<file path="config.mk">
export PLATFORM = sky130hd
export DESIGN_NAME = ibfsm_framer_flat
export DESIGN_NICKNAME = d
export VERILOG_FILES = /design/src/ibfsm_pkg.sv /design/src/ibfsm_link_if.sv /design/src/ibfsm_framer.sv /design/src/ibfsm_slot_map.sv /design/src/flat_wrapper.sv
export VERILOG_INCLUDE_DIRS = /design/src
export SDC_FILE = /design/constraint.sdc
export NUM_CORES = 1
export LEC_CHECK = 0
export BUFFER_PORTS_ARGS = -buffer_cell sky130_fd_sc_hd__buf_2
export CAP_MARGIN = 10
export CORE_MARGIN = 10
export CORE_UTILIZATION = 63
export CTS_CLUSTER_DIAMETER = 200
export DETAILED_ROUTE_END_ITERATION = 7
export PLACE_DENSITY = 0.93
export SLEW_MARGIN = 20
export SYNTH_ARGS = -nofsm -noshare
export SYNTH_HDL_FRONTEND = slang
export SYNTH_SLANG_ARGS = --single-unit
</file>
<file path="constraint.sdc">
create_clock -name clock_in -period 17.5 [get_ports clock_in]
set_clock_uncertainty 0.05 [all_clocks]
set_input_delay 0.875 -clock clock_in [delete_from_list [all_inputs] [get_ports clock_in]]
set_output_delay 0.875 -clock clock_in [all_outputs]
set_load 0.005 [all_outputs]
</file>
<file path="src/ibfsm_cfg.svh">
// Constants shared by both ends of the fast signalling payload mapper.
// What this block does
// RULE1 - Single-bit slots precede octet slots in sub-blocks.
// RULE2 - Fast signalling rides first single-bit slot always.
// RULE3 - Carry any access count from one to six.
// RULE4 - D bits sent one sub-block after B bits.
// RULE5 - Last sub-block D bits go into next frame.
// RULE6 - Two-wire, up to three: octets 2k-1,2k; bits 2k,2k+1.
// RULE7 - Third access: octets 5,6; single bits 6,7.
// RULE8 - Four accesses: octets 2k,2k+1; D in octet 1.
// RULE9 - Five accesses: first uses bits 2,3; rest octet 1.
// RULE10 - Six accesses: two use single bits; four octet 1.
// RULE11 - Four-wire, up to three: same as two-wire allocation.
// RULE12 - Four-wire, four to six: octets 2k-1,2k; bits 2k,2k+1.
// RULE13 - Four-wire: fast signalling first bit on both pairs.
// RULE14 - Four-wire: even single bits group with odd octets.
// RULE15 - That group travels on pair one, others pair two.
// RULE16 - Status messages ride operations channel or fast channel.
// RULE17 - Either line end may originate signalling messages.
// RULE18 - Fast channel mandatory above four accesses, else optional.
// RULE19 - Fast channel optional for latency or crowded channel.
// RULE20 - Configuration is static, applied only at frame boundary.
`ifndef IBFSM_CFG_SVH
`define IBFSM_CFG_SVH

`define IBFSM_MAX_ACC        3'h6
`define IBFSM_MIN_ACC        3'h1
`define IBFSM_FS_FORCE_ABOVE 3'h4
`define IBFSM_SB_PER_FRAME   12
`define IBFSM_IDLE_BIT       1'h1
`define IBFSM_OCTET_PAIR_W   16

`endif

</file>
<file path="src/ibfsm_pkg.sv">
// Types and shared helper functions of the fast signalling payload mapper.
`include "ibfsm_cfg.svh"

package ibfsm_pkg;

	typedef enum logic [1:0] {
		KIND_IDLE = 2'b00,
		KIND_FS   = 2'b01,
		KIND_B    = 2'b10,
		KIND_D    = 2'b11
	} ibfsm_kind_e;

	typedef enum logic {
		ST_WAIT = 1'b0,
		ST_RUN  = 1'b1
	} ibfsm_state_e;

	typedef logic [5:0][`IBFSM_OCTET_PAIR_W-1:0] ibfsm_bdata_t;
	typedef logic [5:0][1:0]                     ibfsm_ddata_t;

	// Forces the access count into the supported range.
	function automatic logic [2:0] ibfsm_clamp_count(input logic [2:0] c);
		if (c < `IBFSM_MIN_ACC) return `IBFSM_MIN_ACC;
		if (c > `IBFSM_MAX_ACC) return `IBFSM_MAX_ACC;
		return c;
	endfunction : ibfsm_clamp_count

	// The fast channel is in use when asked for or when the count demands it.
	function automatic logic ibfsm_fs_active(input logic en, input logic [2:0] c);
		return en || (c > `IBFSM_FS_FORCE_ABOVE);
	endfunction : ibfsm_fs_active

endpackage : ibfsm_pkg

</file>
<file path="src/ibfsm_link_if.sv">
// Payload sub-block link between the mapping end and the extracting end.
`timescale 1ns/1ps

interface ibfsm_link_if;
	logic [1:0] pair_bit;
	logic       bit_valid;
	logic       sb_start;
	logic       fr_start;

	modport tx (
		output pair_bit,
		output bit_valid,
		output sb_start,
		output fr_start
	);

	modport rx (
		input  pair_bit,
		input  bit_valid,
		input  sb_start,
		input  fr_start
	);
endinterface : ibfsm_link_if

</file>
<file path="src/ibfsm_framer.sv">
// Mapping end: places bearer, access signalling and fast signalling bits on the pairs.
`timescale 1ns/1ps
`include "ibfsm_cfg.svh"

module ibfsm_framer
	import ibfsm_pkg::*;
#(
	parameter int SB_PER_FRAME = `IBFSM_SB_PER_FRAME
) (
	input  wire logic         clock_in,
	input  wire logic         sys_rst_in,
	input  wire logic [2:0]   acc_count_in,
	input  wire logic         four_wire_in,
	input  wire logic         fs_enable_in,
	input  wire logic         tick_in,
	input  wire ibfsm_bdata_t b_data_in,
	input  wire ibfsm_ddata_t d_data_in,
	input  wire logic         fs_bit_in,
	output logic              sb_take_out,
	output logic              fs_active_out,
	output logic [2:0]        acc_count_out,
	ibfsm_link_if.tx          link
);

	// Sub-block counter width; one bit is enough for a frame of two sub-blocks.
	localparam int SB_W = (SB_PER_FRAME > 1) ? $clog2(SB_PER_FRAME) : 1;
	localparam logic [SB_W-1:0] SB_LAST = SB_W'(SB_PER_FRAME - 1);

	// Number of bits one pair carries in one sub-block.
	// Two-wire above three accesses moves four signalling pairs into octet slot one.
	function automatic logic [6:0] sb_len(input logic [2:0] c, input logic fw);
		logic [7:0] k;
		k = {5'h00, c};
		if (fw) return 7'(8'h01 + k + (k << 3));
		if (k < 8'h04) return 7'(8'h01 + (k << 1) + (k << 4));
		return 7'(8'h01 + ((k - 8'h04) << 1) + (((k << 1) + 8'h01) << 3));
	endfunction : sb_len

	// Registered state of the mapping end.
	ibfsm_state_e     state_q;
	logic [2:0]       cnt_q;
	logic             four_q;
	logic             fs_on_q;
	logic [6:0]       pos_q;
	logic [6:0]       last_q;
	logic [SB_W-1:0]  sb_q;
	ibfsm_bdata_t     b_cur_q;
	ibfsm_ddata_t     d_cur_q;
	ibfsm_ddata_t     d_hold_q;
	logic             fs_cur_q;
	logic [1:0]       pair_bit_q;
	logic             bit_valid_q;
	logic             sb_start_q;
	logic             fr_start_q;
	logic             take_q;

	// Decode of the current bit position on each pair.
	logic             sb_end;
	logic             load;
	logic             cfg_load;
	logic [2:0]       cnt_d;
	ibfsm_kind_e      kind0;
	ibfsm_kind_e      kind1;
	logic [2:0]       acc0;
	logic [2:0]       acc1;
	logic [3:0]       idx0;
	logic [3:0]       idx1;
	logic [1:0]       sel;

	// A sub-block ends on the tick that sends its last bit.
	assign sb_end = (state_q == ST_RUN) && tick_in && (pos_q == last_q);
	assign load = (state_q == ST_WAIT) || sb_end;
	assign cfg_load = (state_q == ST_WAIT) || (sb_end && sb_q == SB_LAST);
	assign cnt_d = ibfsm_clamp_count(acc_count_in); // [RULE3]

	// One decoder per pair; pair two stays idle in two-wire operation.
	ibfsm_slot_map u_map0 (
		.pos_in       (pos_q),
		.pair_in      (1'b0),
		.cnt_in       (cnt_q),
		.four_wire_in (four_q),
		.kind_out     (kind0),
		.acc_out      (acc0),
		.idx_out      (idx0)
	);

	ibfsm_slot_map u_map1 (
		.pos_in       (pos_q),
		.pair_in      (1'b1),
		.cnt_in       (cnt_q),
		.four_wire_in (four_q),
		.kind_out     (kind1),
		.acc_out      (acc1),
		.idx_out      (idx1)
	);

	// Picks the line bit for one decoded slot.
	function automatic logic pick(
		input ibfsm_kind_e  kd,
		input logic [2:0]   a,
		input logic [3:0]   i,
		input ibfsm_bdata_t b,
		input ibfsm_ddata_t d,
		input logic         fs,
		input logic         fs_on
	);
		case (kd)
			KIND_FS: return fs_on ? fs : `IBFSM_IDLE_BIT;
			KIND_B:  return b[a][4'hF - i];
			KIND_D:  return d[a][i[0]];
			default: return `IBFSM_IDLE_BIT;
		endcase
	endfunction : pick

	// Line bits for the next tick, one per pair.
	assign sel[0] = pick(kind0, acc0, idx0, b_cur_q, d_cur_q, fs_cur_q, fs_on_q);
	assign sel[1] = pick(kind1, acc1, idx1, b_cur_q, d_cur_q, fs_cur_q, fs_on_q);

	// Start-up: one cycle to take the configuration, then the line runs.
	always_ff @(posedge clock_in) begin
		if (sys_rst_in) begin
			state_q <= ST_WAIT;
		end else begin
			case (state_q)
				ST_WAIT: state_q <= ST_RUN;
				ST_RUN:  state_q <= ST_RUN;
				default: state_q <= ST_WAIT;
			endcase
		end
	end

	// Configuration is only taken between frames.
	always_ff @(posedge clock_in) begin
		if (sys_rst_in) begin
			cnt_q <= `IBFSM_MIN_ACC;
			four_q <= 1'b0;
			fs_on_q <= 1'b0;
			last_q <= 7'h00;
		end else if (cfg_load) begin
			cnt_q <= cnt_d; // [RULE20]
			four_q <= four_wire_in; // [RULE20] [RULE11]
			fs_on_q <= ibfsm_fs_active(fs_enable_in, cnt_d); // [RULE18] [RULE19]
			last_q <= sb_len(cnt_d, four_wire_in) - 7'h01;
		end
	end

	// Bit position within the sub-block and sub-block number within the frame.
	always_ff @(posedge clock_in) begin
		if (sys_rst_in || state_q == ST_WAIT) begin
			pos_q <= 7'h00;
			sb_q <= '0;
		end else if (sb_end) begin
			pos_q <= 7'h00;
			sb_q <= (sb_q == SB_LAST) ? '0 : sb_q + 1'b1;
		end else if (tick_in) begin
			pos_q <= pos_q + 7'h01;
		end
	end

	// User data for the next sub-block; D bits wait one sub-block behind their B bits.
	// Held D bits reset to ones, so the first sub-block sends idle signalling.
	always_ff @(posedge clock_in) begin
		if (sys_rst_in) begin
			b_cur_q <= '0;
			d_cur_q <= '1;
			d_hold_q <= '1;
			fs_cur_q <= `IBFSM_IDLE_BIT;
			take_q <= 1'b0;
		end else begin
			take_q <= load;
			if (load) begin
				b_cur_q <= b_data_in;
				d_cur_q <= d_hold_q; // [RULE4] [RULE5]
				d_hold_q <= d_data_in; // [RULE4] [RULE5]
				fs_cur_q <= fs_bit_in; // [RULE16] [RULE17]
			end
		end
	end

	// Line side registers.
	always_ff @(posedge clock_in) begin
		if (sys_rst_in) begin
			pair_bit_q <= 2'h3;
			bit_valid_q <= 1'b0;
			sb_start_q <= 1'b0;
			fr_start_q <= 1'b0;
		end else begin
			bit_valid_q <= (state_q == ST_RUN) && tick_in;
			if ((state_q == ST_RUN) && tick_in) begin
				pair_bit_q <= sel; // [RULE1] [RULE14]
				sb_start_q <= (pos_q == 7'h00);
				fr_start_q <= (pos_q == 7'h00) && (sb_q == '0);
			end else begin
				sb_start_q <= 1'b0;
				fr_start_q <= 1'b0;
			end
		end
	end

	// Every output comes straight from a register.
	assign link.pair_bit = pair_bit_q;
	assign link.bit_valid = bit_valid_q;
	assign link.sb_start = sb_start_q;
	assign link.fr_start = fr_start_q;
	assign sb_take_out = take_q;
	assign fs_active_out = fs_on_q;
	assign acc_count_out = cnt_q;

endmodule : ibfsm_framer

</file>
<file path="src/ibfsm_slot_map.sv">
// Decodes a bit position of a pair into channel kind, access and bit index.
`timescale 1ns/1ps

module ibfsm_slot_map
	import ibfsm_pkg::*;
(
	input  wire logic [6:0]  pos_in,
	input  wire logic        pair_in,
	input  wire logic [2:0]  cnt_in,
	input  wire logic        four_wire_in,
	output ibfsm_kind_e      kind_out,
	output logic [2:0]       acc_out,
	output logic [3:0]       idx_out
);

	always_comb begin
		logic [7:0] p;
		logic [7:0] k;
		logic [7:0] zn;
		logic [7:0] zc;
		logic [7:0] z;
		logic [7:0] off;
		logic [7:0] ts;
		p = {1'h0, pos_in};
		k = {5'h00, cnt_in};
		zn = (four_wire_in || k < 8'h04) ? k : k - 8'h04;
		zc = 8'h01 + (zn << 1);
		z = 8'h00;
		off = 8'h00;
		ts = 8'h00;
		kind_out = KIND_IDLE;
		acc_out = 3'h0;
		idx_out = 4'h0;
		if (p == 8'h00) begin
			if (four_wire_in || !pair_in) kind_out = KIND_FS; // [RULE2] [RULE13]
		end else if (four_wire_in) begin
			if (p <= k) begin
				z = (p << 1) + {7'h00, pair_in}; // [RULE14] [RULE15]
			end else if (p < 8'h01 + k + (k << 3)) begin
				off = p - 8'h01 - k;
				ts = ((off >> 3) << 1) + 8'h01 + {7'h00, pair_in}; // [RULE14] [RULE15]
			end
		end else if (!pair_in) begin
			if (p < zc) begin
				z = p + 8'h01; // [RULE1]
			end else begin
				off = p - zc;
				ts = (off >> 3) + 8'h01; // [RULE1]
			end
		end
		if (z >= 8'h02) begin
			kind_out = KIND_D; // [RULE6] [RULE7] [RULE9] [RULE10] [RULE12]
			acc_out = 3'((z - 8'h02) >> 1);
			idx_out = {3'h0, z[0]};
		end else if (ts != 8'h00) begin
			if (four_wire_in || k < 8'h04) begin
				if (ts <= (k << 1)) begin
					kind_out = KIND_B; // [RULE6] [RULE7] [RULE11] [RULE12]
					acc_out = 3'((ts - 8'h01) >> 1);
					idx_out = {~ts[0], off[2:0]};
				end
			end else if (ts == 8'h01) begin
				kind_out = KIND_D; // [RULE8] [RULE9] [RULE10]
				acc_out = 3'(zn + {6'h00, off[2:1]});
				idx_out = {3'h0, off[0]};
			end else if (ts <= (k << 1) + 8'h01) begin
				kind_out = KIND_B; // [RULE8] [RULE9] [RULE10]
				acc_out = 3'((ts - 8'h02) >> 1);
				idx_out = {ts[0], off[2:0]};
			end
		end
	end

endmodule : ibfsm_slot_map

</file>
<file path="src/flat_wrapper.sv">
// flat-port wrapper written by rule: the top's interface ports become plain ports
module ibfsm_framer_flat import ibfsm_pkg::*;
#(
	parameter int SB_PER_FRAME = `IBFSM_SB_PER_FRAME
)
  (clock_in, sys_rst_in, acc_count_in, four_wire_in, fs_enable_in, tick_in, b_data_in, d_data_in, fs_bit_in, sb_take_out, fs_active_out, acc_count_out, link_pair_bit, link_bit_valid, link_sb_start, link_fr_start);
  ibfsm_link_if link_i ();
  input  wire logic clock_in;
  input  wire logic sys_rst_in;
  input  wire logic [2:0] acc_count_in;
  input  wire logic four_wire_in;
  input  wire logic fs_enable_in;
  input  wire logic tick_in;
  input  wire ibfsm_bdata_t b_data_in;
  input  wire ibfsm_ddata_t d_data_in;
  input  wire logic fs_bit_in;
  output logic sb_take_out;
  output logic fs_active_out;
  output logic [2:0] acc_count_out;
  output wire logic [$bits(link_i.pair_bit)-1:0] link_pair_bit;
  output wire logic [$bits(link_i.bit_valid)-1:0] link_bit_valid;
  output wire logic [$bits(link_i.sb_start)-1:0] link_sb_start;
  output wire logic [$bits(link_i.fr_start)-1:0] link_fr_start;
  assign link_pair_bit = link_i.pair_bit;
  assign link_bit_valid = link_i.bit_valid;
  assign link_sb_start = link_i.sb_start;
  assign link_fr_start = link_i.fr_start;
  ibfsm_framer #(.SB_PER_FRAME(SB_PER_FRAME)) u_core (.clock_in(clock_in), .sys_rst_in(sys_rst_in), .acc_count_in(acc_count_in), .four_wire_in(four_wire_in), .fs_enable_in(fs_enable_in), .tick_in(tick_in), .b_data_in(b_data_in), .d_data_in(d_data_in), .fs_bit_in(fs_bit_in), .sb_take_out(sb_take_out), .fs_active_out(fs_active_out), .acc_count_out(acc_count_out), .link(link_i));
endmodule
</file>
# Yosys cells after proc, flatten, opt, wreduce, memory -nomap -nowiden

Index checks and enable logic that the tools add are counted.

Muxes and demuxes: 104
$add $sub $neg: 33
Equal/unequal tests: 10
Magnitude comparators: 20
Bitwise logic cells: 4
Reductions and logical operators: 15

Operators with widths:

| operator                                                   | number |
|---|---|
| 2-to-1 mux 8 bit                                           | 13 |
| binary-select mux 16 bit (select 3 bit)                    | 2 |
| 2-to-1 mux 3 bit                                           | 23 |
| 2-to-1 mux 7 bit                                           | 9 |
| 2-to-1 mux 4 bit                                           | 13 |
| 2-to-1 mux 16 bit                                          | 2 |
| 2-to-1 mux 2 bit                                           | 15 |
| 2-to-1 mux 1 bit                                           | 20 |
| adder 8 x 1 -> 8 bit, second input constant                | 2 |
| == test 8 x 1 -> 1 bit, second input constant              | 2 |
| >= comparator 8 x 2 -> 1 bit, second input constant        | 2 |
| less-or-equal comparator 8 x 4 -> 1 bit                    | 2 |
| less-or-equal comparator 8 x 5 -> 1 bit                    | 2 |
| nonzero test 8 bit                                         | 2 |
| subtractor 4 x 2 -> 4 bit, second input constant           | 4 |
| binary-select mux 2 bit (select 3 bit)                     | 2 |
| less-than comparator 4 x 5 -> 1 bit, second input constant | 2 |
| adder 1 x 3 -> 4 bit, first input constant                 | 2 |
| adder 1 x 8 -> 8 bit, first input constant                 | 1 |
| adder 7 x 1 -> 8 bit, second input constant                | 1 |
| binary-select mux 1 bit (select 4 bit)                     | 2 |
| == test 2 bit, second input constant                       | 4 |
| less-than comparator 3 x 4 -> 1 bit, second input constant | 2 |
| less-than comparator 7 x 8 -> 1 bit                        | 1 |
| other kinds (36)                                           | 56 |

Output and inout bits: 10
Input bits: 117
Register bits after elaboration: 151
Logic and storage cells: 217

# Logic depth before layout (Yosys ltp)

Gate-level depths: netlist (run 1).

Depth in word-level cells: 20
Gate-level depth with buffers: 28
Depth with buffers taken out: 24

# Hierarchy

Synthesis (run 1) repeated with hierarchy kept, for this count alone.

Cells, all modules: 1162
Area, all modules: 11167.0 µm²

By module, submodules not included:

| module                          | seq. area each (µm²) | instances | cells an instance | area each (µm²) |
|---|---|---|---|---|
| ibfsm_framer                    | 3022.9               | 1         | 583               | 6920.4 |
| ibfsm_slot_map at u_core.u_map0 | 0.0                  | 1         | 294               | 2160.8 |
| ibfsm_slot_map at u_core.u_map1 | 0.0                  | 1         | 285               | 2085.8 |

# Least setup slack after synthesis (run 1)

Ideal clock, no wire load.

Path type: reg-to-reg
Start point: register u_core.cnt_q[0], in the netlist u_core.acc_count_out[0]
End point: register u_core.pair_bit_q[0], in the netlist u_core.link.pair_bit[0]
Path buffers: 1
Setup time: 122 ps
Arrival time: 5495 ps
Clock period less this slack: 5667 ps
Path slack: 11833 ps
Cell stages (with the launch flop): 24
Required time: 17328 ps
Cells stage by stage: dfxtp_1 -> inv_1 -> fa_1 -> a21o_1 -> maj3_1 -> xor2_1 -> ha_1 -> nor2_1 -> a32o_1 -> a311oi_4 -> ha_1 -> nand2_1 -> nor4_1 -> a311oi_1 -> and4b_1 -> nor3_2 -> o21ai_1 -> buf_2 -> mux4_2 -> mux2i_1 -> o21ai_1 -> nor4b_2 -> o22ai_1 -> o2bb2ai_1

Cells in the longest elaborated chain, start to end: 20
Elaborated cells between the ends (all ways): 70
Classes of those cells: add/sub: 14; order compare: 7; eq/ne: 4; mux: 42; bitwise: 1; reduce/logical: 2

RTL lines:

| item                                                                                                     | RTL line                                   | RTL |
|---|---|---|
| start, declared                                                                                          | ibfsm_framer.sv:41                         | `logic [2:0] cnt_q;` |
| start signal, assigned                                                                                   | ibfsm_framer.sv:135                        | `` cnt_q <= `IBFSM_MIN_ACC; `` |
| start signal, assigned                                                                                   | ibfsm_framer.sv:140                        | `cnt_q <= cnt_d;` |
| less-than comparator 3 bit                                                                               | ibfsm_slot_map.sv:26, ibfsm_slot_map.sv:56 |  |
| logical OR 1 bit                                                                                         | ibfsm_slot_map.sv:26, ibfsm_slot_map.sv:56 |  |
| 2-to-1 mux 7 bit                                                                                         | ibfsm_slot_map.sv:26                       | `zn = (four_wire_in \|\| k < 8'h04) ? k : k - 8'h04;` |
| adder 1 x 8 -> 8 bit                                                                                     | ibfsm_slot_map.sv:27                       | `zc = 8'h01 + (zn << 1);` |
| subtractor 7 x 8 -> 8 bit                                                                                | ibfsm_slot_map.sv:47                       | `off = p - zc;` |
| adder 5 x 1 -> 6 bit                                                                                     | ibfsm_slot_map.sv:48                       | `ts = (off >> 3) + 8'h01;` |
| 2-to-1 mux 6 bit                                                                                         | ibfsm_slot_map.sv:44                       | `if (p < zc) begin` |
| 2-to-1 mux 8 bit                                                                                         | ibfsm_slot_map.sv:36                       | `end else if (four_wire_in) begin` |
| [4 not listed]                                                                                           | --                                         |  |
| 2-to-1 mux 3 bit                                                                                         | ibfsm_slot_map.sv:56                       | `if (four_wire_in \|\| k < 8'h04) begin` |
| 2-to-1 mux 3 bit                                                                                         | ibfsm_slot_map.sv:55                       | `end else if (ts != 8'h00) begin` |
| 2-to-1 mux 3 bit                                                                                         | ibfsm_slot_map.sv:51                       | `if (z >= 8'h02) begin` |
| binary-select mux 16 bit (select 3 bit) / binary-select mux 2 bit (select 3 bit) (equally long branches) | ibfsm_framer.sv:109, ibfsm_framer.sv:110   |  |
| 2-to-1 mux 16 bit (not written as such) / 2-to-1 mux 2 bit (equally long branches)                       | ibfsm_framer.sv:109, ibfsm_framer.sv:110   |  |
| binary-select mux 1 bit (select 4 bit) / 2-to-1 mux 1 bit (equally long branches)                        | ibfsm_framer.sv:109, ibfsm_framer.sv:110   |  |
| 2-to-1 mux 1 bit, on equally long branches                                                               | ibfsm_framer.sv:109, ibfsm_framer.sv:110   |  |
| case mux 1 bit (3 select lines) *                                                                        | ibfsm_framer.sv:107                        | `case (kd)` |
| end signal, assigned                                                                                     | ibfsm_framer.sv:190                        | `pair_bit_q <= sel;` |
| end, declared                                                                                            | ibfsm_framer.sv:51                         | `logic [1:0] pair_bit_q;` |

Every way passes the cells marked *; elsewhere a longest branch is shown, timed or not. The select of a mux whose other input is x is not followed.
A chain may end at the register's enable or synchronous reset.

# Worst setup path in the final report (run 1)

Ends and elaborated chain as after synthesis.

==> results.tsv, run 1 <==
stage	metric	value	unit
detailed_routing	wire length per cell	21.47	um
yosys	sequential fraction of the synthesis area	33.70	%
finish	share of post-route cells with drive strength above 1	20.02	%
yosys	Synth Instances	941	
setup_path	WP data arrival	7.14	ns
setup_path	r2r startpoint	u_core.acc_count_out[0]	
yosys	post-synthesis mux area share	11.98	%
grt	Tot GR Track Use	26.06	%
setup_path	worst r2r dst	u_core.link.pair_bit[0]	
clocking	root buf cell	clkbuf_16	
yosys	Post-synth EDFFs	0	
die	Rows	43	
detailed_routing	ANT nets after route	0	
setup_path	FF-to-FF setup slack	10.62	ns
sta	Slew Viols, Final	0	
setup_path	FF-to-FF path depth	22	
yosys	Yosys top cell by area	dfxtp_1	
yosys	yosys synthesis warning count	0	
die	DIE AREA	19300	um2
yosys	Adder-Cell Fraction of Synth Area	7.498	%
detailed_routing	Via-to-Cell Ratio	6.734	
yosys	post-synth top area share	33.70	%
finish	Sequential Area	3003	um2
die	I/O pin count	127	
place	Port-buffer cells	126	
detailed_routing	# DRC	0	
clocking	Longest Clk Path Bufs	2	
grt	antenna violations before repair	0	
sta	Max transition margin	33.20	%
setup_path	critical path launch point type	register	
clocking	TritonCTS clock tree	yes	
place	dpl cells	1193	
yosys	simple-gate area share of the yosys netlist	11.67	%
pwr	VDD IR max	0.09641	mV
yosys	ys async rst share	0	%
finish	Layout area overhead	14.46	%
clocking	CTS Hold Bufs	0	
place	hpwl dp	17.86	mm
grt	pin count of the biggest net entering global routing	98	
outcome	status	completed	
yosys	Synth cell types	82	
clocking	clk sinks	150	
clocking	Clock transition at path regs	0.06	ns
sta	hold slack final	0.4141	ns
setup_path	Max FO, Critical Path	19	
sta	Final period util	39.32	%
sta	min Tclk post-route	6.882	ns
die	core region area	13880	um2
yosys	syn_area_per_cell	9.470	um2
place	Placed Instance Area	9577	um2
die	die width	138.9	um
setup_path	Worst setup EP type	register	
yosys	mapped cell area	8911	um2
detailed_routing	initial DRC count	743	
finish	final core occ	73.48	%
detailed_routing	final wirelength	26.28	mm
yosys	Synth Register Bits	150	
place	Placer Congestion	0.9737	
sta	Achievable Freq	145.3	MHz
die	die height	138.9	um
place	pre-CTS WS	10.86	ns
yosys	prevailing post-synth register cell	dfxtp_1	
setup_path	Worst Path Required	17.76	ns
yosys	largest family of logic cells by synthesized area	compound AO/OA/AOI/OAI gates	
worst_hold_path	Hold/Removal Path Class	reg -> reg	
pwr	pwr dens	86.79	nW/um2
grt	grt ovf	0	
yosys	Synth area leaders	dfxtp_1, a22o_1, mux2i_1, ha_1, o22a_1	
finish	post-route cell area	10200	um2
setup_path	worst setup path start	u_core.acc_count_out[0]	
sta	setup TNS	0	ns
clocking	H-tree depth	4	
sta	Final WS setup	10.62	ns
detailed_routing	1st-pass router iterations	5	
clocking	Setup Buffers After CTS	0	
finish	fin nets	1199	
finish	Layout fillers	953	
setup_path	critical path type	reg -> reg	
detailed_routing	vias	8243	
clocking	Num CTS Buffers	17	
pwr	Leak Pwr	4.606	nW
sta	Final Hold Viols	0	
pwr	overall power	0.8852	mW
yosys	Synth Area in XOR/XNOR	3.440	%
sta	unrepaired setup endpoints after global routing	false	
finish	multi-input logic area	5533	um2
yosys	Synth Area in Compound Gates	27.14	%
sta	worst slew pin tran	1.002	ns
clocking	cts repair resizes	0	
finish	ant diodes	0	
setup_path	Worst setup endpoint	u_core.link.pair_bit[0]	
clocking	clock latency on the worst-skew pair	0.43	ns
sta	final setup vio count	0	
die	Initial Utilization	64.20	%
grt	vias in the first global route	8158	
grt	first-pass GRT wire length	41.95	mm
finish	non-filler cells, final	1224	
job	Max Cap Viol	0	
-- layer usage --
layer	global-route usage (%)	wire length (um)	up-vias
met2	42.64	12640	448
met1	30.97	10650	3922
met4	13.56	1160	0
met5	0	0	-
met3	6.336	1833	109
li1	-	-	3764
-- area by class of cell --
type / instances / area share (%)
Clock buffer: 19 / 4.441
Tap cell: 180 / 2.208
Sequential cell: 150 / 29.44
Timing Repair Buffer: 134 / 6.771
Multi-Input combinational cell: 695 / 54.24
Inverter: 34 / 1.251
Clock inverter: 12 / 1.644
-- cell families (layout without fill, tap and decap cells) --
family | count (synthesis) | after routing
AO/OA/AOI/OAI | 304 | 304
AND/OR/NAND/NOR | 203 | 203
flip-flops | 150 | 150
multiplexers | 98 | 98
buffers and inverters | 98 | 199
adder cells (fa/ha/maj) | 52 | 52
XOR/XNOR | 35 | 35
other | 1 | 3
-- worst min-delay path by stage --
stage	from	endpoint	depth (start not counted)
floorplan	u_core.b_cur_q[10]	u_core.b_cur_q[10]	1
CTS	u_core.d_hold_q[8]	u_core.d_hold_q[8]	1
detailed placement	u_core.d_hold_q[8]	u_core.d_hold_q[8]	1
finish	u_core.d_hold_q[1]	u_core.d_hold_q[1]	1
global route	u_core.b_cur_q[40]	u_core.b_cur_q[40]	1
global placement	u_core.d_hold_q[7]	u_core.d_hold_q[7]	1
-- cell usage in the layout (no fill, tap or decap), drive strengths merged, types with 8 or more instances in the layout --
cell type / netlist / final
o31ai: 8 / 8
buf: 21 / 134
clkbuf: 43 / 19
o22ai: 13 / 13
nand2: 50 / 50
mux2: 9 / 9
a211oi: 16 / 16
inv: 34 / 37
nand4: 9 / 9
a21o: 12 / 12
nand3: 15 / 15
xnor2: 18 / 18
nor2: 49 / 49
o22a: 26 / 26
mux2i: 83 / 83
dfxtp: 150 / 150
xor2: 17 / 17
nor2b: 13 / 13
ha: 47 / 47
a22o: 97 / 97
o21ai: 32 / 32
a21oi: 29 / 29
nor3: 18 / 18
-- worst max-delay path, stage by stage (launching register included) --
cell       delay [ns]
dfxtp_1          0.59
inv_1            0.26
fa_1             0.52
a21o_1           0.25
maj3_1           0.37
xor2_1           0.17
ha_1             0.30
nor2_1           0.07
a32o_1           0.29
a311oi_4         0.48
ha_1             0.36
nand2_1          0.10
nor4_1           0.05
a311oi_1         0.31
maj3_1           0.35
o31ai_2          0.12
a22oi_4          0.68
mux4_2           0.61
mux2i_1          0.18
o21ai_1          0.10
nor4b_2          0.29
o22ai_1          0.13
o2bb2ai_1        0.13
-- cell usage after synthesis, drive strengths merged (4+ instances only) --
cell type,number
o22ai,13
and3,7
a41oi,4
or3,6
o21ai,32
buf,21
ha,47
mux4,6
o32ai,4
mux2,9
inv,34
xnor2,18
o31ai,8
o221ai,7
o211ai,7
o31a,4
nand2,50
nor4,5
nor3,18
xor2,17
or2,7
a31oi,6
a21oi,29
a21o,12
nand3b,7
a22o,97
nor2b,13
nand3,15
a211oi,16
nand4,9
a311oi,4
clkbuf,43
mux2i,83
o22a,26
nand2b,4
nor2,49
dfxtp,150
o21a,7
-- state kept, by name, indices dropped and copies added, names as in the netlist, 2 cells and up --
register,cells
u_core.d_cur_q,12
u_core.last_q,6
u_core.acc_count_out,3
u_core.d_hold_q,12
u_core.sb_q,4
u_core.b_cur_q,96
u_core.link.pair_bit,2
u_core.pos_q,7
-- report_power, final --
group	leakage [nW]	switching, mW	internal [mW]
Sequential	1.24	0.0191	0.363
Combinational	3.08	0.0637	0.0547
Clock	0.294	0.151	0.233
Total	4.61	0.234	0.651
Power figures use the tool's default switching activity.
==> run 2, diff against run 1 <==
- CORE_UTILIZATION: 63 -> 58
- PLACE_DENSITY: 0.93 -> 0.87
- clock period: 17.5 -> 6.55 ns (I/O delays scaled with it)
==> run 2 against run 1 <==
Effect of this change: critical path depth stayed put; non-clock buffer count up 15; combinational power grew to 2.7 times the previous value; highest routed layer unchanged; via count fell by 0.99%; largest cell class unchanged; power grew to 2.6 times the previous value; first-iteration DRC count increased by 4.4%; utilization is 5.4 points lower; maximum frequency up 17%; setup slack got worse by 10 ns; global-route usage fell by 1.5 points; hold slack got worse by 0.36 ns.
==> results.tsv, run 2 (synthesis gave the netlist of run 1 again) <==
stage	metric	value	unit
die	Initial Utilization	58.84	%
detailed_routing	1st-pass router iterations	7	
worst_hold_path	Hold/Removal Path Class	in -> reg	
grt	GR Util met3	5.413	%
clocking	root buf cell	clkbuf_16	
grt	met2 Use GR	39.03	%
die	I/O pin count	127	
outcome	status	completed	
sta	Final Hold Viols	0	
die	die width	144.0	um
finish	post-route cell area	10310	um2
sta	Final WS setup	0.6504	ns
setup_path	Worst Path Required	6.82	ns
clocking	Num CTS Buffers	17	
sta	Slew Viols, Final	0	
pwr	VDD IR max	0.2299	mV
pwr	pwr dens	223.7	nW/um2
grt	antenna violations before repair	0	
pwr	Leak Pwr	4.671	nW
clocking	TritonCTS clock tree	yes	
sta	Achievable Freq	169.5	MHz
setup_path	CP max stage delay	0.60	ns
grt	met1 Usage GRT	31.56	%
sta	Final period util	90.07	%
setup_path	Crit path top cell by count	ha_1	
detailed_routing	ANT nets after route	0	
setup_path	WP data arrival	6.17	ns
die	Rows	45	
finish	most frequent cells in the layout	dfxtp_1, buf_2, a22o_1	
sta	min Tclk post-route	5.900	ns
die	core region area	15150	um2
finish	Layout area overhead	15.71	%
clocking	clk sinks	150	
finish	Layout fillers	1108	
place	Placer Congestion	0.9298	
detailed_routing	wire length per cell	20.77	um
place	Port-buffer cells	126	
clocking	Longest Clk Path Bufs	2	
setup_path	critical path type	reg -> reg	
clocking	CTS Hold Bufs	0	
job	Max Cap Viol	0	
die	DIE AREA	20720	um2
detailed_routing	vias	8161	
clocking	H-tree depth	4	
grt	vias in the first global route	7869	
grt	global-route layer with the greatest usage	met2	
sta	final setup vio count	0	
setup_path	Max FO, Critical Path	6	
clocking	clock latency on the worst-skew pair	0.43	ns
place	pre-CTS WS	0.7953	ns
setup_path	CP delay by family, top	compound AO/OA/AOI/OAI gates	
sta	Max transition margin	42.03	%
sta	unrepaired setup endpoints after global routing	false	
setup_path	Worst setup EP type	register	
setup_path	critical path launch point type	register	
pwr	overall power	2.307	mW
finish	Top reg by flops	u_core.b_cur_q	
grt	Tot GR Track Use	24.52	%
finish	ant diodes	0	
grt	grt ovf	0	
place	Placed Instance Area	9704	um2
sta	setup TNS	0	ns
finish	final core occ	68.08	%
sta	worst slew pin tran	0.8622	ns
place	hpwl dp	18.24	mm
grt	pin count of the biggest net entering global routing	51	
finish	largest registers	u_core.b_cur_q: 96 flops, u_core.d_cur_q: 12 flops, u_core.d_hold_q: 12 flops	
detailed_routing	final wirelength	25.93	mm
clocking	Clock transition at path regs	0.06	ns
finish	commonest non-fill, non-tap cell in the layout	dfxtp_1	
detailed_routing	# DRC	0	
setup_path	Worst path slowest cell	mux4_2	
grt	first-pass GRT wire length	41.32	mm
detailed_routing	Via-to-Cell Ratio	6.539	
setup_path	crit-path cells	inv_1 > fa_1 > a21o_1 > maj3_1 > xor2_1 > ha_1 > nor2_1 > a32o_1 > a311oi_4 > ha_1 > nand2_1 > nor4_1 > a311oi_1 > and4b_1 > nor3_2 > o21ai_1 > mux4_2 > nor2b_1 > o21ai_0 > nor4b_2 > o22ai_1 > o2bb2ai_1	
clocking	cts repair resizes	0	
setup_path	CP Buf/Inv Count	1	
clocking	Setup Buffers After CTS	0	
detailed_routing	initial DRC count	776	
finish	fin nets	1214	
finish	number of flip-flops under the largest register name	96	
die	die height	144.0	um
finish	share of post-route cells with drive strength above 1	21.23	%
run 2: stage by stage:
step	hold WS [ns]	cells
detailed placement	0.4035	1215
floorplan	0.3753	943
CTS	0.05209	1247
finish	0.05887	1248
global route	0.05446	1248
global placement	0.3999	1215
run 2: cell type report:
cell class                 count  area [um2]  share of cell area [%]
timing repair buffer         149       828.3                   8.033
inverter                      34       127.6                   1.238
clock buffer                  20       466.7                   4.526
sequential                   150        3003                   29.12
multi-input combinational    695        5533                   53.66
clock inverter                12       117.6                   1.141
tap                          188       235.2                   2.281
run 2: final timing paths:
| check | start | to | slack [ns] | cells past startpoint |
|---|---|---|---|---|
| worst min register to register | u_core.d_hold_q[6] | u_core.d_hold_q[6] | 0.42 | 1 |
| worst max register to register | u_core.acc_count_out[0] | u_core.link.pair_bit[0] | 0.65 | 22 |
| worst max-delay path | u_core.acc_count_out[0] | u_core.link.pair_bit[0] | 0.65 | 22 |
| worst min-delay path | b_data_in[62] | u_core.b_cur_q[62] | 0.06 | 2 |
run 2: per-layer routing:
metal	up-vias	part of all wire, %
met4	0	2.8
met3	75	6.5
met2	366	47
met1	3912	43
li1	3808	-
met5	-	0
run 2: power by group:
part           switching, mW  internal (mW)
logic                  0.170          0.150
clock network          0.408          0.559
registers             0.0488          0.971
total                  0.627           1.68
==> run 3, diff against run 2 <==
- CAP_MARGIN: 10 -> unset
- CORE_UTILIZATION: 58 -> 60
- GPL_TIMING_DRIVEN: unset -> 0
- PLACE_DENSITY: 0.87 -> 0.88
- SYNTH_HIERARCHICAL: unset -> 1
==> run 3 against run 2 <==
Effect of this change: global-route usage grew 4.7 points; clock power is essentially flat; utilization grew 3.7 points; sequential cell count grew 1; hold slack gained 0.00066 ns; count of clock-buffer cells in the layout shrank 2.
==> results.tsv, run 3 <==
stage	metric	value	unit
detailed_routing	Via-to-Cell Ratio	7.044	
finish	share of post-route cells with drive strength above 1	25.37	%
die	die width	156.4	um
pwr	VDD IR max	0.1700	mV
yosys	simple-gate area share of the yosys netlist	14.68	%
finish	largest registers	u_core/b_cur_q: 96 flops, u_core/d_cur_q: 12 flops, u_core/d_hold_q: 12 flops	
setup_path	critical path type	reg -> reg	
finish	Layout area overhead	16.59	%
sta	worst slew pin tran	1.103	ns
setup_path	Worst Path Required	6.80	ns
yosys	Yosys top cell by area	dfxtp_1	
sta	setup TNS	0	ns
finish	non-filler cells, final	1569	
clocking	H-tree depth	4	
clocking	Clock transition at path regs	0.06	ns
clocking	clock latency on the worst-skew pair	0.43	ns
clocking	Num CTS Buffers	17	
place	Placed Instance Area	12090	um2
yosys	Synth cell types	110	
setup_path	critical path launch point type	register	
clocking	Longest Clk Path Bufs	2	
grt	Tot GR Track Use	29.20	%
setup_path	Worst setup EP type	register	
clocking	clk sinks	151	
finish	final core occ	71.75	%
sta	Final Hold Viols	0	
yosys	ys async rst share	0	%
worst_hold_path	Hold/Removal Path Class	in -> reg	
detailed_routing	DR top layer	met4	
sta	Achievable Freq	153.8	MHz
grt	pin count of the biggest net entering global routing	24	
detailed_routing	met2 WL	17.29	mm
detailed_routing	met3 WL	4.153	mm
yosys	Synth area leaders	dfxtp_1, mux4_2, ha_1, a22o_1, mux2i_1	
setup_path	WP data arrival	6.76	ns
yosys	post-synth top area share	27.07	%
yosys	Synth Area in Compound Gates	25.84	%
grt	antenna violations before repair	0	
die	Rows	49	
finish	post-route cell area	13020	um2
yosys	mapped cell area	11170	um2
yosys	Synth Area in XOR/XNOR	4.146	%
yosys	syn_area_per_cell	9.610	um2
place	hpwl dp	25.86	mm
grt	vias in the first global route	10812	
setup_path	Crit path top cell by count	ha_1	
sta	Max transition margin	26.35	%
detailed_routing	ANT nets after route	0	
setup_path	Worst path slowest cell	dfxtp_4	
sta	Slew Viols, Final	0	
yosys	Synth Instances	1162	
finish	number of flip-flops under the largest register name	96	
detailed_routing	vias	11052	
yosys	yosys synthesis warning count	6	
detailed_routing	final wirelength	37.28	mm
finish	most frequent cells in the layout	dfxtp_1, buf_2, a22o_1	
detailed_routing	met1 wire length	13.83	mm
yosys	prevailing post-synth register cell	dfxtp_1	
pwr	Leak Pwr	5.282	nW
yosys	post-synthesis mux area share	14.14	%
yosys	Commonest cells post-synth	dfxtp_1, a22o_1, nand2_1	
die	die height	156.4	um
clocking	root buf cell	clkbuf_16	
place	Placer Congestion	0.9878	
yosys	count leader, synth	dfxtp_1	
finish	commonest non-fill, non-tap cell in the layout	dfxtp_1	
grt	grt ovf	0	
sta	Final period util	99.29	%
detailed_routing	1st-pass router iterations	7	
die	core region area	18150	um2
setup_path	Max FO, Critical Path	10	
die	I/O pin count	127	
outcome	status	completed	
finish	fin nets	1518	
detailed_routing	wire length per cell	23.76	um
pwr	pwr dens	190.9	nW/um2
yosys	Adder-Cell Fraction of Synth Area	8.784	%
clocking	CTS Hold Bufs	0	
yosys	Synth Register Bits	151	
die	Initial Utilization	61.53	%
sta	min Tclk post-route	6.503	ns
grt	first-pass GRT wire length	57.64	mm
setup_path	CP max stage delay	0.45	ns
place	Port-buffer cells	123	
sta	final setup vio count	0	
clocking	TritonCTS clock tree	yes	
finish	Top reg by flops	u_core/b_cur_q	
yosys	Post-synth EDFFs	0	
job	Max Cap Viol	0	
yosys	sequential fraction of the synthesis area	27.07	%
finish	ant diodes	0	
detailed_routing	initial DRC count	1576	
die	DIE AREA	24470	um2
detailed_routing	# DRC	0	
yosys	largest family of logic cells by synthesized area	compound AO/OA/AOI/OAI gates	
place	dpl cells	1520	
[run 3: metrics by stage]
stage	worst slack (ns)	hold slack, ns	total power [mW]
finish	0.04676	0.05953	2.486
global route	-0.1381	0.05981	2.562
CTS	0.002241	0.05647	2.453
detailed placement	-1.223	0.3989	1.456
global placement	-1.190	0.3874	1.440
floorplan	0.2370	0.3797	1.319
[run 3: cells by family (layout without fill, tap and decap cells)]
group           Yosys count  in the layout
compound gates          361            361
simple gates            300            300
flops                   151            151
buf+inv                 129            301
mux                      90             90
fa+ha+maj                75             75
xor+xnor                 52             52
other cells               4             10
[run 3: routing by layer]
metal	up-vias	global-route usage, %
met5	-	0
met4	0	14.83
met3	200	6.031
met2	886	46.93
met1	5181	36.51
li1	4785	-
[run 3: power breakdown]
group | leakage, nW | switching [mW] | internal (mW) | total [mW]
clock | 0.288 | 0.431 | 0.574 | 1.00
sequential | 1.25 | 0.0627 | 0.976 | 1.04
combinational | 3.75 | 0.239 | 0.204 | 0.443
total | 5.28 | 0.733 | 1.75 | 2.49
[run 3: critical path, delay by kind of cell, from the launching register on]
kind	cells	cell delay, ns
multiplexers	2	0.69
flip-flops	1	0.45
XOR/XNOR	1	0.16
adder cells (fa/ha/maj)	3	0.87
AND/OR/NAND/NOR	6	0.90
AO/OA/AOI/OAI	10	1.94
buffers and inverters	6	1.28
[run 3: worst paths after layout]
check	depth (start not counted)	endpoint	slack [ns]	startpoint
worst min register to register	2	u_core/last_q[0]	0.41	u_core/last_q[0]
worst max register to register	28	u_core/link.pair_bit[1]	0.05	u_core/acc_count_out[2]
worst min-delay path	2	u_core/b_cur_q[51]	0.06	b_data_in[51]
worst max-delay path	28	u_core/link.pair_bit[1]	0.05	u_core/acc_count_out[2]
[run 3: cell type report]
type                       instances  area (um2)
buffer                            70       404.1
clock buffer                      18       429.2
clock inverter                    14       166.4
fill                            1278        5127
inverter                          59       232.7
multi-input combinational        888        7714
sequential                       151        3044
tap                              229       286.5
timing repair buffer             140       743.2
[run 3: timing repair]
item,in CTS,in global routing
pin swaps,3,7
resized for setup,32,26
setup endpoints to repair,2,2
buffers inserted,2,15
